`config.mk`:
```
export PLATFORM = sky130hd
export DESIGN_NAME = plsaic_top
export DESIGN_NICKNAME = d
export VERILOG_FILES = /design/src/design/plsaic_pkg.sv /design/src/design/plsaic_top.sv /design/src/design/plsaic_mdio.sv
export SDC_FILE = /design/constraint.sdc
export NUM_CORES = 1
export LEC_CHECK = 0
export ABC_AREA = 0
export BUFFER_PORTS_ARGS = -buffer_cell sky130_fd_sc_hd__buf_2
export CAP_MARGIN = 20
export CORE_ASPECT_RATIO = 1.75
export CORE_MARGIN = 3
export CORE_UTILIZATION = 55
export CTS_CLUSTER_SIZE = 14
export DETAILED_ROUTE_END_ITERATION = 10
export PLACE_DENSITY = 0.75
export SLEW_MARGIN = 40
export SYNTH_ARGS = -nofsm -noshare
export SYNTH_HDL_FRONTEND = slang
export SYNTH_SLANG_ARGS = --single-unit
```
`constraint.sdc`:
```
create_clock -name clk -period 2.1 [get_ports clk]
set_input_delay 0 -clock clk [delete_from_list [all_inputs] [get_ports clk]]
set_output_delay 0 -clock clk [all_outputs]
set_load 0.005 [all_outputs]
```
`src/design/plsaic_pkg.sv`:
```
// constants, field layout and state codes for the indicator and interrupt control block
`default_nettype none
package plsaic_pkg;
  // register offsets on the management bus
  localparam logic [4:0]  REG_IND_SEL    = 5'h14;
  localparam logic [4:0]  REG_RXERR_CNT  = 5'h15;
  localparam logic [4:0]  REG_IRQ_CTL    = 5'h16;
  localparam logic [4:0]  REG_IRQ_FLAG   = 5'h17;
  // indicator select field positions (low bit of each 3-bit field)
  localparam int          IND_FOUR_LSB   = 9;
  localparam int          IND_THREE_LSB  = 6;
  localparam int          IND_TWO_LSB    = 3;
  localparam int          IND_ONE_LSB    = 0;
  localparam int          IND_SEL_W      = 12;
  localparam logic [11:0] IND_SEL_RST    = 12'hfe9;
  // indicator source codes
  localparam logic [2:0]  SRC_LINK       = 3'h0;
  localparam logic [2:0]  SRC_ACT        = 3'h1;
  localparam logic [2:0]  SRC_TXD        = 3'h2;
  localparam logic [2:0]  SRC_RXD        = 3'h3;
  localparam logic [2:0]  SRC_COL        = 3'h4;
  localparam logic [2:0]  SRC_SPEED      = 3'h5;
  localparam logic [2:0]  SRC_FDX        = 3'h6;
  localparam logic [2:0]  SRC_ALT        = 3'h7;
  // interrupt control bit positions
  localparam int          CTL_OUT_EN     = 15;
  localparam int          CTL_RD_CLR     = 14;
  localparam int          CTL_POL        = 13;
  localparam int          CTL_AUTO_CLR   = 12;
  localparam int          CTL_HOLD       = 11;
  localparam int          NUM_EVT        = 11;
  localparam logic [15:0] IRQ_CTL_RST    = 16'h0000;
  localparam logic [10:0] IRQ_FLAG_RST   = 11'h000;
  localparam logic [15:0] RXERR_CNT_RST  = 16'h0000;
  localparam logic [15:0] RXERR_CNT_MAX  = 16'hffff;
  // management frame layout
  localparam logic [5:0]  PRE_LEN        = 6'h20;
  localparam logic [1:0]  OP_RD          = 2'h2;
  localparam logic [1:0]  OP_WR          = 2'h1;
  localparam logic [4:0]  HDR_LAST       = 5'h0b;
  localparam logic [4:0]  DATA_LAST      = 5'h0f;

  typedef enum logic [2:0] {
    S_PRE  = 3'b000,
    S_ST   = 3'b001,
    S_HDR  = 3'b010,
    S_TA   = 3'b011,
    S_DATA = 3'b100
  } plsaic_mdio_st_e;
endpackage : plsaic_pkg
`default_nettype wire

```
`src/design/plsaic_top.sv`:
```
// indicator select, receive error counter and interrupt control registers
// Notes on behaviour
// - each indicator field is three bits choosing link, activity, tx, rx, collision, speed, duplex or code 7.
// - the fourth indicator field sits at bits 11..9, resets to 7, and 7 turns that output off.
// - the third indicator field sits at bits 8..6, resets to 7, and 7 turns that output off.
// - the second indicator field sits at bits 5..3, resets to 5 (speed), and 7 turns it off.
// - the first indicator field sits at bits 2..0, resets to 1 (activity), and 7 shows link status.
// - a 16-bit read/write counter counts receive errors while the reduced-pin mode is active.
// - the interrupt pin is driven only when the enable bit is set, low-active at polarity 0.
// - with read-clear on, reading the flags clears them; with it off, reads leave them alone.
// - with auto-clear on, a flag drops once its condition goes; off, it holds.
// - writing 1 to a flag clears it, unless the hold bit is set and its condition is present.
// - eleven enable bits, all reset to 0, gate the eleven interrupt events.
// - each event has a write-one-to-clear flag, reset to 0, recording that it occurred.
`timescale 1ns/1ps
`default_nettype none
module plsaic_top #(
  parameter logic [4:0] PHY_ADDR = 5'h01
) (
  input  wire logic        clk,
  input  wire logic        sys_rst,
  input  wire logic        mdc,
  input  wire logic        mdio_i,
  output logic             mdio_o,
  output logic             mdio_oe,
  input  wire logic        link_ok,
  input  wire logic        activity,
  input  wire logic        tx_active,
  input  wire logic        rx_active,
  input  wire logic        collision,
  input  wire logic        speed_100,
  input  wire logic        full_duplex,
  input  wire logic        rmii_mode,
  input  wire logic        rx_error,
  input  wire logic [10:0] irq_cond,
  output logic [3:0]       ind_out,
  output logic             irq_o,
  output logic             irq_oe
);
  logic        rd_stb, wr_stb;
  logic [4:0]  reg_addr;
  logic [15:0] wr_data, rd_data;
  logic [11:0] sel_r, sel_nxt;
  logic [15:0] cnt_r, cnt_nxt, ctl_r, ctl_nxt;
  logic [10:0] flag_r, flag_nxt, cond_d_r, evt_set, flag_clr;
  logic [3:0]  ind_r, ind_nxt;
  logic        irq_o_r, irq_o_nxt, irq_oe_r, irq_oe_nxt, pend;

  plsaic_mdio #(
    .PHY_ADDR (PHY_ADDR)
  ) u_mdio (
    .clk      (clk),
    .sys_rst  (sys_rst),
    .mdc      (mdc),
    .mdio_i   (mdio_i),
    .rd_data  (rd_data),
    .mdio_o   (mdio_o),
    .mdio_oe  (mdio_oe),
    .rd_stb   (rd_stb),
    .wr_stb   (wr_stb),
    .reg_addr (reg_addr),
    .wr_data  (wr_data)
  );

  function automatic logic ind_src(input logic [2:0] code, input logic alt);
    case (code)
      plsaic_pkg::SRC_LINK:  ind_src = link_ok;
      plsaic_pkg::SRC_ACT:   ind_src = activity;
      plsaic_pkg::SRC_TXD:   ind_src = tx_active;
      plsaic_pkg::SRC_RXD:   ind_src = rx_active;
      plsaic_pkg::SRC_COL:   ind_src = collision;
      plsaic_pkg::SRC_SPEED: ind_src = speed_100;
      plsaic_pkg::SRC_FDX:   ind_src = full_duplex;
      default:               ind_src = alt;
    endcase
  endfunction : ind_src

  // read mux; unused upper bits and unmapped offsets read as zero
  always_comb begin
    case (reg_addr)
      plsaic_pkg::REG_IND_SEL:   rd_data = {4'h0, sel_r};
      plsaic_pkg::REG_RXERR_CNT: rd_data = cnt_r;
      plsaic_pkg::REG_IRQ_CTL:   rd_data = ctl_r;
      plsaic_pkg::REG_IRQ_FLAG:  rd_data = {5'h00, flag_r};
      default:                   rd_data = 16'h0000;
    endcase
  end

  // event edges and the clear sources for the flags
  always_comb begin
    evt_set = irq_cond & ~cond_d_r;
    flag_clr = 11'h000;
    if (ctl_r[plsaic_pkg::CTL_AUTO_CLR]) begin
      flag_clr = flag_clr | ~irq_cond;
    end
    if (rd_stb && reg_addr == plsaic_pkg::REG_IRQ_FLAG && ctl_r[plsaic_pkg::CTL_RD_CLR]) begin
      flag_clr = 11'h7ff;
    end
    if (wr_stb && reg_addr == plsaic_pkg::REG_IRQ_FLAG) begin
      flag_clr = flag_clr | (wr_data[10:0] &
                 (ctl_r[plsaic_pkg::CTL_HOLD] ? ~irq_cond : 11'h7ff));
    end
  end

  // register bank next values; a new event beats a clear in the same cycle
  always_comb begin
    sel_nxt = sel_r;
    cnt_nxt = cnt_r;
    ctl_nxt = ctl_r;
    flag_nxt = evt_set | (flag_r & ~flag_clr);
    if (wr_stb && reg_addr == plsaic_pkg::REG_IND_SEL) begin
      sel_nxt = wr_data[11:0];
    end
    if (wr_stb && reg_addr == plsaic_pkg::REG_IRQ_CTL) begin
      ctl_nxt = wr_data;
    end
    if (wr_stb && reg_addr == plsaic_pkg::REG_RXERR_CNT) begin
      cnt_nxt = wr_data;
    end else if (rmii_mode && rx_error && cnt_r != plsaic_pkg::RXERR_CNT_MAX) begin
      cnt_nxt = cnt_r + 16'h0001;
    end
  end

  assign pend = |(flag_r & ctl_r[10:0]);

  // outputs registered so pins never glitch during decode
  always_comb begin
    ind_nxt[3] = ind_src(sel_r[plsaic_pkg::IND_FOUR_LSB +: 3], 1'b0);
    ind_nxt[2] = ind_src(sel_r[plsaic_pkg::IND_THREE_LSB +: 3], 1'b0);
    ind_nxt[1] = ind_src(sel_r[plsaic_pkg::IND_TWO_LSB +: 3], 1'b0);
    // first indicator, code 7 is link
    ind_nxt[0] = ind_src(sel_r[plsaic_pkg::IND_ONE_LSB +: 3], link_ok);
    irq_oe_nxt = ctl_r[plsaic_pkg::CTL_OUT_EN];
    irq_o_nxt = ctl_r[plsaic_pkg::CTL_POL] ? pend : ~pend;
  end

  always_ff @(posedge clk) begin
    if (sys_rst) begin
      sel_r <= plsaic_pkg::IND_SEL_RST;
      cnt_r <= plsaic_pkg::RXERR_CNT_RST;
      ctl_r <= plsaic_pkg::IRQ_CTL_RST;
      flag_r <= plsaic_pkg::IRQ_FLAG_RST;
      cond_d_r <= 11'h000;
      ind_r <= 4'h0;
      irq_o_r <= 1'b1;
      irq_oe_r <= 1'b0;
    end else begin
      sel_r <= sel_nxt;
      cnt_r <= cnt_nxt;
      ctl_r <= ctl_nxt;
      flag_r <= flag_nxt;
      cond_d_r <= irq_cond;
      ind_r <= ind_nxt;
      irq_o_r <= irq_o_nxt;
      irq_oe_r <= irq_oe_nxt;
    end
  end

  assign ind_out = ind_r;
  assign irq_o   = irq_o_r;
  assign irq_oe  = irq_oe_r;
endmodule : plsaic_top
`default_nettype wire

```
`src/design/plsaic_mdio.sv`:
```
// management serial frame engine: preamble, header, turnaround and data phases
`timescale 1ns/1ps
`default_nettype none
module plsaic_mdio #(
  parameter logic [4:0] PHY_ADDR = 5'h01
) (
  input  wire logic        clk,
  input  wire logic        sys_rst,
  input  wire logic        mdc,
  input  wire logic        mdio_i,
  input  wire logic [15:0] rd_data,
  output logic             mdio_o,
  output logic             mdio_oe,
  output logic             rd_stb,
  output logic             wr_stb,
  output logic [4:0]       reg_addr,
  output logic [15:0]      wr_data
);
  logic mdc_s1_r, mdc_s2_r, mdc_s3_r, dio_s1_r, dio_s2_r;
  logic rise, bit_in;
  plsaic_pkg::plsaic_mdio_st_e st_r, st_nxt;
  logic [5:0]  pre_r, pre_nxt;
  logic [4:0]  cnt_r, cnt_nxt, addr_r, addr_nxt;
  logic [11:0] hdr_r, hdr_nxt, hdr_full;
  logic [15:0] rx_r, rx_nxt, tx_r, tx_nxt, wdat_r, wdat_nxt;
  logic        is_rd_r, is_rd_nxt, is_wr_r, is_wr_nxt, rd_r, rd_nxt, wr_r, wr_nxt;
  logic        o_r, o_nxt, oe_r, oe_nxt;

  // two-stage synchronisers; the third mdc stage only feeds the edge detector
  always_ff @(posedge clk) begin
    mdc_s1_r <= mdc;
    mdc_s2_r <= mdc_s1_r;
    mdc_s3_r <= mdc_s2_r;
    dio_s1_r <= mdio_i;
    dio_s2_r <= dio_s1_r;
  end

  assign rise     = mdc_s2_r & ~mdc_s3_r;
  assign bit_in   = dio_s2_r;
  assign hdr_full = {hdr_r[10:0], bit_in};

  // frame decode; output bits change just after the rising mdc edge
  always_comb begin
    st_nxt = st_r;
    pre_nxt = pre_r;
    cnt_nxt = cnt_r;
    hdr_nxt = hdr_r;
    rx_nxt = rx_r;
    tx_nxt = tx_r;
    wdat_nxt = wdat_r;
    addr_nxt = addr_r;
    is_rd_nxt = is_rd_r;
    is_wr_nxt = is_wr_r;
    rd_nxt = 1'b0;
    wr_nxt = 1'b0;
    o_nxt = o_r;
    oe_nxt = oe_r;
    if (rd_r) begin
      tx_nxt = rd_data; // sampled in the same cycle the flags may clear
    end
    if (rise) begin
      case (st_r)
        plsaic_pkg::S_PRE: begin
          if (bit_in) begin
            pre_nxt = (pre_r == plsaic_pkg::PRE_LEN) ? pre_r : pre_r + 6'h01;
          end else if (pre_r == plsaic_pkg::PRE_LEN) begin
            st_nxt = plsaic_pkg::S_ST;
          end else begin
            pre_nxt = 6'h00;
          end
        end
        plsaic_pkg::S_ST: begin
          st_nxt = bit_in ? plsaic_pkg::S_HDR : plsaic_pkg::S_PRE;
          pre_nxt = 6'h00;
          cnt_nxt = 5'h00;
        end
        plsaic_pkg::S_HDR: begin
          hdr_nxt = hdr_full;
          cnt_nxt = cnt_r + 5'h01;
          if (cnt_r == plsaic_pkg::HDR_LAST) begin
            is_rd_nxt = (hdr_full[9:5] == PHY_ADDR) && (hdr_full[11:10] == plsaic_pkg::OP_RD);
            is_wr_nxt = (hdr_full[9:5] == PHY_ADDR) && (hdr_full[11:10] == plsaic_pkg::OP_WR);
            rd_nxt = (hdr_full[9:5] == PHY_ADDR) && (hdr_full[11:10] == plsaic_pkg::OP_RD);
            addr_nxt = hdr_full[4:0];
            st_nxt = plsaic_pkg::S_TA;
            cnt_nxt = 5'h00;
          end
        end
        plsaic_pkg::S_TA: begin
          cnt_nxt = cnt_r + 5'h01;
          if (cnt_r == 5'h00) begin
            oe_nxt = is_rd_r; // second turnaround bit is driven low
            o_nxt = 1'b0;
          end else begin
            st_nxt = plsaic_pkg::S_DATA;
            cnt_nxt = 5'h00;
            o_nxt = is_rd_r & tx_r[15];
            tx_nxt = {tx_r[14:0], 1'b0};
          end
        end
        plsaic_pkg::S_DATA: begin
          rx_nxt = {rx_r[14:0], bit_in};
          cnt_nxt = cnt_r + 5'h01;
          o_nxt = is_rd_r & tx_r[15];
          tx_nxt = {tx_r[14:0], 1'b0};
          if (cnt_r == plsaic_pkg::DATA_LAST) begin
            oe_nxt = 1'b0;
            o_nxt = 1'b0;
            wr_nxt = is_wr_r;
            wdat_nxt = {rx_r[14:0], bit_in};
            st_nxt = plsaic_pkg::S_PRE;
            pre_nxt = 6'h00;
          end
        end
        default: st_nxt = plsaic_pkg::S_PRE;
      endcase
    end
  end

  always_ff @(posedge clk) begin
    if (sys_rst) begin
      st_r <= plsaic_pkg::S_PRE;
      pre_r <= 6'h00;
      cnt_r <= 5'h00;
      hdr_r <= 12'h000;
      rx_r <= 16'h0000;
      tx_r <= 16'h0000;
      wdat_r <= 16'h0000;
      addr_r <= 5'h00;
      is_rd_r <= 1'b0;
      is_wr_r <= 1'b0;
      rd_r <= 1'b0;
      wr_r <= 1'b0;
      o_r <= 1'b0;
      oe_r <= 1'b0;
    end else begin
      st_r <= st_nxt;
      pre_r <= pre_nxt;
      cnt_r <= cnt_nxt;
      hdr_r <= hdr_nxt;
      rx_r <= rx_nxt;
      tx_r <= tx_nxt;
      wdat_r <= wdat_nxt;
      addr_r <= addr_nxt;
      is_rd_r <= is_rd_nxt;
      is_wr_r <= is_wr_nxt;
      rd_r <= rd_nxt;
      wr_r <= wr_nxt;
      o_r <= o_nxt;
      oe_r <= oe_nxt;
    end
  end

  assign mdio_o   = o_r;
  assign mdio_oe  = oe_r;
  assign rd_stb   = rd_r;
  assign wr_stb   = wr_r;
  assign reg_addr = addr_r;
  assign wr_data  = wdat_r;
endmodule : plsaic_mdio
`default_nettype wire

```
==> flow_metrics.env <==
export IMPL_cellLeakagePower_nw=3.07
export IMPL_mean_area_per_synthesized_cell_um2=8.18
export IMPL_cp_data_required_time_ns=2.45
export IMPL_initial_core_util_pct=56.3
export IMPL_finalWeightedCongestion=0.941
export IMPL_reg2reg_depth=5
export IMPL_sequential_standard_cell_area_mm2=0.00320
export IMPL_synthesis_yosys_warnings=0
export IMPL_detail_route_first_pass_iterations=7
export IMPL_final_setup_skew_ns=0.0108
export IMPL_slew_headroom_pct=58.8
export IMPL_most_crowded_layer_gr="met2"
export IMPL_irDropWorstVdd_v=0.000618
export IMPL_layout_nets=977
export IMPL_worst_slew_pin_slew_ns=0.617
export IMPL_tritoncts="built"
export IMPL_final_period_utilization_pct=97.9
export IMPL_cts_sink_count=160
export IMPL_core_mm2=0.0130
export IMPL_whs_path_depth=5
export IMPL_synth_async_reset_ratio_pct=0
export IMPL_cp_max_fo=4
export IMPL_rr_endpoint="u_mdio.is_wr_r"
export IMPL_clock_network_latency_to_the_later_pin_of_the_worst_skew_pair_ns=0.43
export IMPL_grt_remaining_overflow=0
export IMPL_met1_usage_pct=30.3
export IMPL_num_antenna_cells=0
export IMPL_power_per_cell_area_mw_per_mm2=767
export IMPL_grt_start_max_net_pins=42
export IMPL_rows=55
export IMPL_drt_initial_drc_count=549
export IMPL_hold_path_class="primary input to register"
export IMPL_antenna_left=0
export IMPL_drv_slew=0
export IMPL_dieWidth_um=93.2
export IMPL_clockBufferDepth=2
export IMPL_post_synth_instance_area_mm2=0.00732
export IMPL_dpl_hpwl_mm=14.4
export IMPL_wirelength_mm=20.5
export IMPL_layout_drive_gt1_share_pct=12.7
export IMPL_setup_viol=0
export IMPL_grt_pass1_wl_mm=32.9
export IMPL_antenna_found_initial=0
export IMPL_fillers=1097
export IMPL_startpoint="u_mdio.cnt_r[1]"
export IMPL_outcome="finished clean"
export IMPL_avgViaCountPerCell=6.10
export IMPL_syn_nets=925
export IMPL_use_met2_pct=49.9
export IMPL_dieHeight_um=159
export IMPL_die_area_mm2=0.0148
export IMPL_multi_input_comb_area_mm2=0.00377
export IMPL_cts_root_buffer="clkbuf_16"
export IMPL_reg2reg_launch_point="u_mdio.cnt_r[1]"
export IMPL_r2r_setup_slack_ns=0.04
export IMPL_ys_seq_area_share_pct=43.8
export IMPL_startpoint_type="register"
export IMPL_post_cts_repair_setup_buffers=0
export IMPL_port_buffers=31
export IMPL_endpoint_kind="register"
export IMPL_timing_max_cap_violations=0
export IMPL_htree_num_levels=4
export IMPL_finalWorstPathRequiredPeriod_ns=2.06
export IMPL_grt_use_total_pct=28.5
export IMPL_post_route_drc=0
export IMPL_routed_wire_length_per_instance_um=18.2
export IMPL_netlist_cell_type_count=61
export IMPL_synth_edff_count=0
export IMPL_grt_use_met3_pct=5.20
export IMPL_report_power_total_mw=6.59
export IMPL_clkTransAtPathRegs_ns=0.07
export IMPL_grt_pass1_vias=6505
export IMPL_final_hold_violation_count=0
export IMPL_numCtsBuffers=17
export IMPL_postSynthCellCount=895
export IMPL_critical_path_destination="u_mdio.is_wr_r"
export IMPL_critPathKind="register to register"
export IMPL_pin_count=32
export IMPL_synth_flop_cell="dfxtp_1"
export IMPL_route_vias_total=6902
export IMPL_finish_utilization_pct=66.1
export IMPL_rsz0062_at_grt="yes"
export IMPL_flow_area_growth_from_synthesis_pct=17.4
export IMPL_yosys_register_bits=160
export IMPL_clock_fmax_mhz=486
export IMPL_critical_path_arrival_ns=2.41
==> sequential cells by signal (all words and copies together), names as in the netlist, 3 cells and up <==
signal           cells
u_mdio.rx_r         15
u_mdio.reg_addr      5
u_mdio.hdr_r        11
flag_r              11
u_mdio.cnt_r         5
u_mdio.st_r          3
sel_r               12
ind_out              4
u_mdio.wr_data      16
cnt_r               16
cond_d_r            11
ctl_r               16
u_mdio.tx_r         16
u_mdio.pre_r         6
==> cells by family after synthesis <==
family / Yosys count / share of synthesized area, %
xor gates and xnor gates: 5 / 0.598
adders and majority gates: 6 / 1.03
AOI/OAI and AO/OA: 230 / 20.1
and+or+nand+nor: 387 / 26.8
muxes: 15 / 2.74
DFF: 160 / 43.8
buffers and inverters: 92 / 4.91
==> critical path: stages, from the launching register on <==
cell       delay, ns
dfxtp_1         0.35
ha_2            0.21
nand4bb_1       0.18
or4b_4          0.58
or4b_1          0.51
a21oi_1         0.15
==> where the power goes <==
group | internal (mW) | switching (mW)
Sequential | 3.08 | 0.0386
Clock | 1.83 | 1.35
Combinational | 0.127 | 0.172
Total | 5.03 | 1.56
==> layout by cell type (no fill, tap or decap), drive strengths merged, types with 12 or more instances in the layout <==
master       Yosys  final
clkbuf          45     18
o221ai          26     26
buf             15     75
nand2          169    169
a31oi           14     14
and3            18     18
or3             12     12
a21oi           99     99
inv             31     37
dfxtp          160    160
dlygate4sd3      0     18
o21ai           23     23
nand2b          16     16
nand3b          27     27
nand3           56     56
nor2b           18     18
nor2            29     29
==> worst min-delay path by stage <==
| stage | slack, ns | from | endpoint |
|---|---|---|---|
| 2_1_floorplan | 0.03 | mdio_i | u_mdio.dio_s1_r |
| 3_3_place_gp | 0.10 | mdio_i | u_mdio.dio_s1_r |
| 3_5_place_dp | 0.10 | mdio_i | u_mdio.dio_s1_r |
| 4_1_cts | 0.001 | speed_100 | ind_out[3] |
| 5_1_grt | 0.06 | speed_100 | ind_out[2] |
| 6_report | 0.01 | speed_100 | ind_out[3] |
==> per-stage QoR <==
stage          cell area [µm²]  cells  hold slack (ns)  setup WS, ns  TNS [ns]
6_report                  8590   1131          0.00977        0.0437         0
5_1_grt                   8590   1131           0.0558       -0.0371   -0.0371
4_1_cts                   8570   1131          0.00105       0.00312         0
3_5_place_dp              7780   1081            0.105        0.0414         0
3_3_place_gp              7780   1081            0.102        0.0705         0
2_1_floorplan             7320    895           0.0277        0.0354         0
==> synth_stat cells, types with 2 or more instances <==
cell	n	area [µm²]
nor2b_1	18	113
or3_1	12	75.1
nor2_1	29	109
a21o_1	3	22.5
nor4b_1	2	17.5
buf_1	4	15.0
a31oi_1	14	87.6
nand3_1	56	280
and3_1	18	113
o21ai_0	22	110
or3b_2	2	17.5
o31ai_1	7	52.6
nand4_1	10	62.6
inv_1	31	116
a311oi_1	9	78.8
dfxtp_1	160	3200
nor3b_1	2	15.0
o211ai_1	5	37.5
ha_1	6	75.1
nand2_1	169	634
clkbuf_1	45	169
nand2b_1	16	100
xnor2_1	4	35.0
a22oi_1	11	82.6
and3b_1	2	17.5
a21oi_1	99	495
mux4_2	4	90.1
or4_1	7	52.6
a2111oi_0	5	43.8
mux2i_1	11	110
o2bb2ai_1	2	17.5
or4b_1	2	20.0
nand3b_1	27	203
and4_1	3	26.3
a211oi_1	11	82.6
nor4_1	5	31.3
nor3_1	2	10.0
o22ai_1	2	12.5
buf_2	11	55.1
o221ai_1	26	228
==> layer usage <==
layer / vias to the layer above / share of wire, %
met3: 99 / 5.2
met1: 3197 / 36
met5: - / 0
met2: 264 / 51
li1: 3342 / -
met4: 0 / 7.8
==> layout make-up <==
class	count	share of cell area [%]
Multi-Input combinational cell	643	43.9
Inverter	32	1.40
Clock buffer	18	5.11
Clock inverter	14	1.98
Tap cell	171	2.49
Sequential cell	160	37.3
Timing Repair Buffer	93	7.82
==> repair_timing <==
action                                  in CTS  in global routing
gates resized for setup                      0                  8
hold endpoints to repair                    38                  0
hold buffers                                18                  0
endpoints found under the setup margin       0                 30
(Power assumes the default switching activity.)
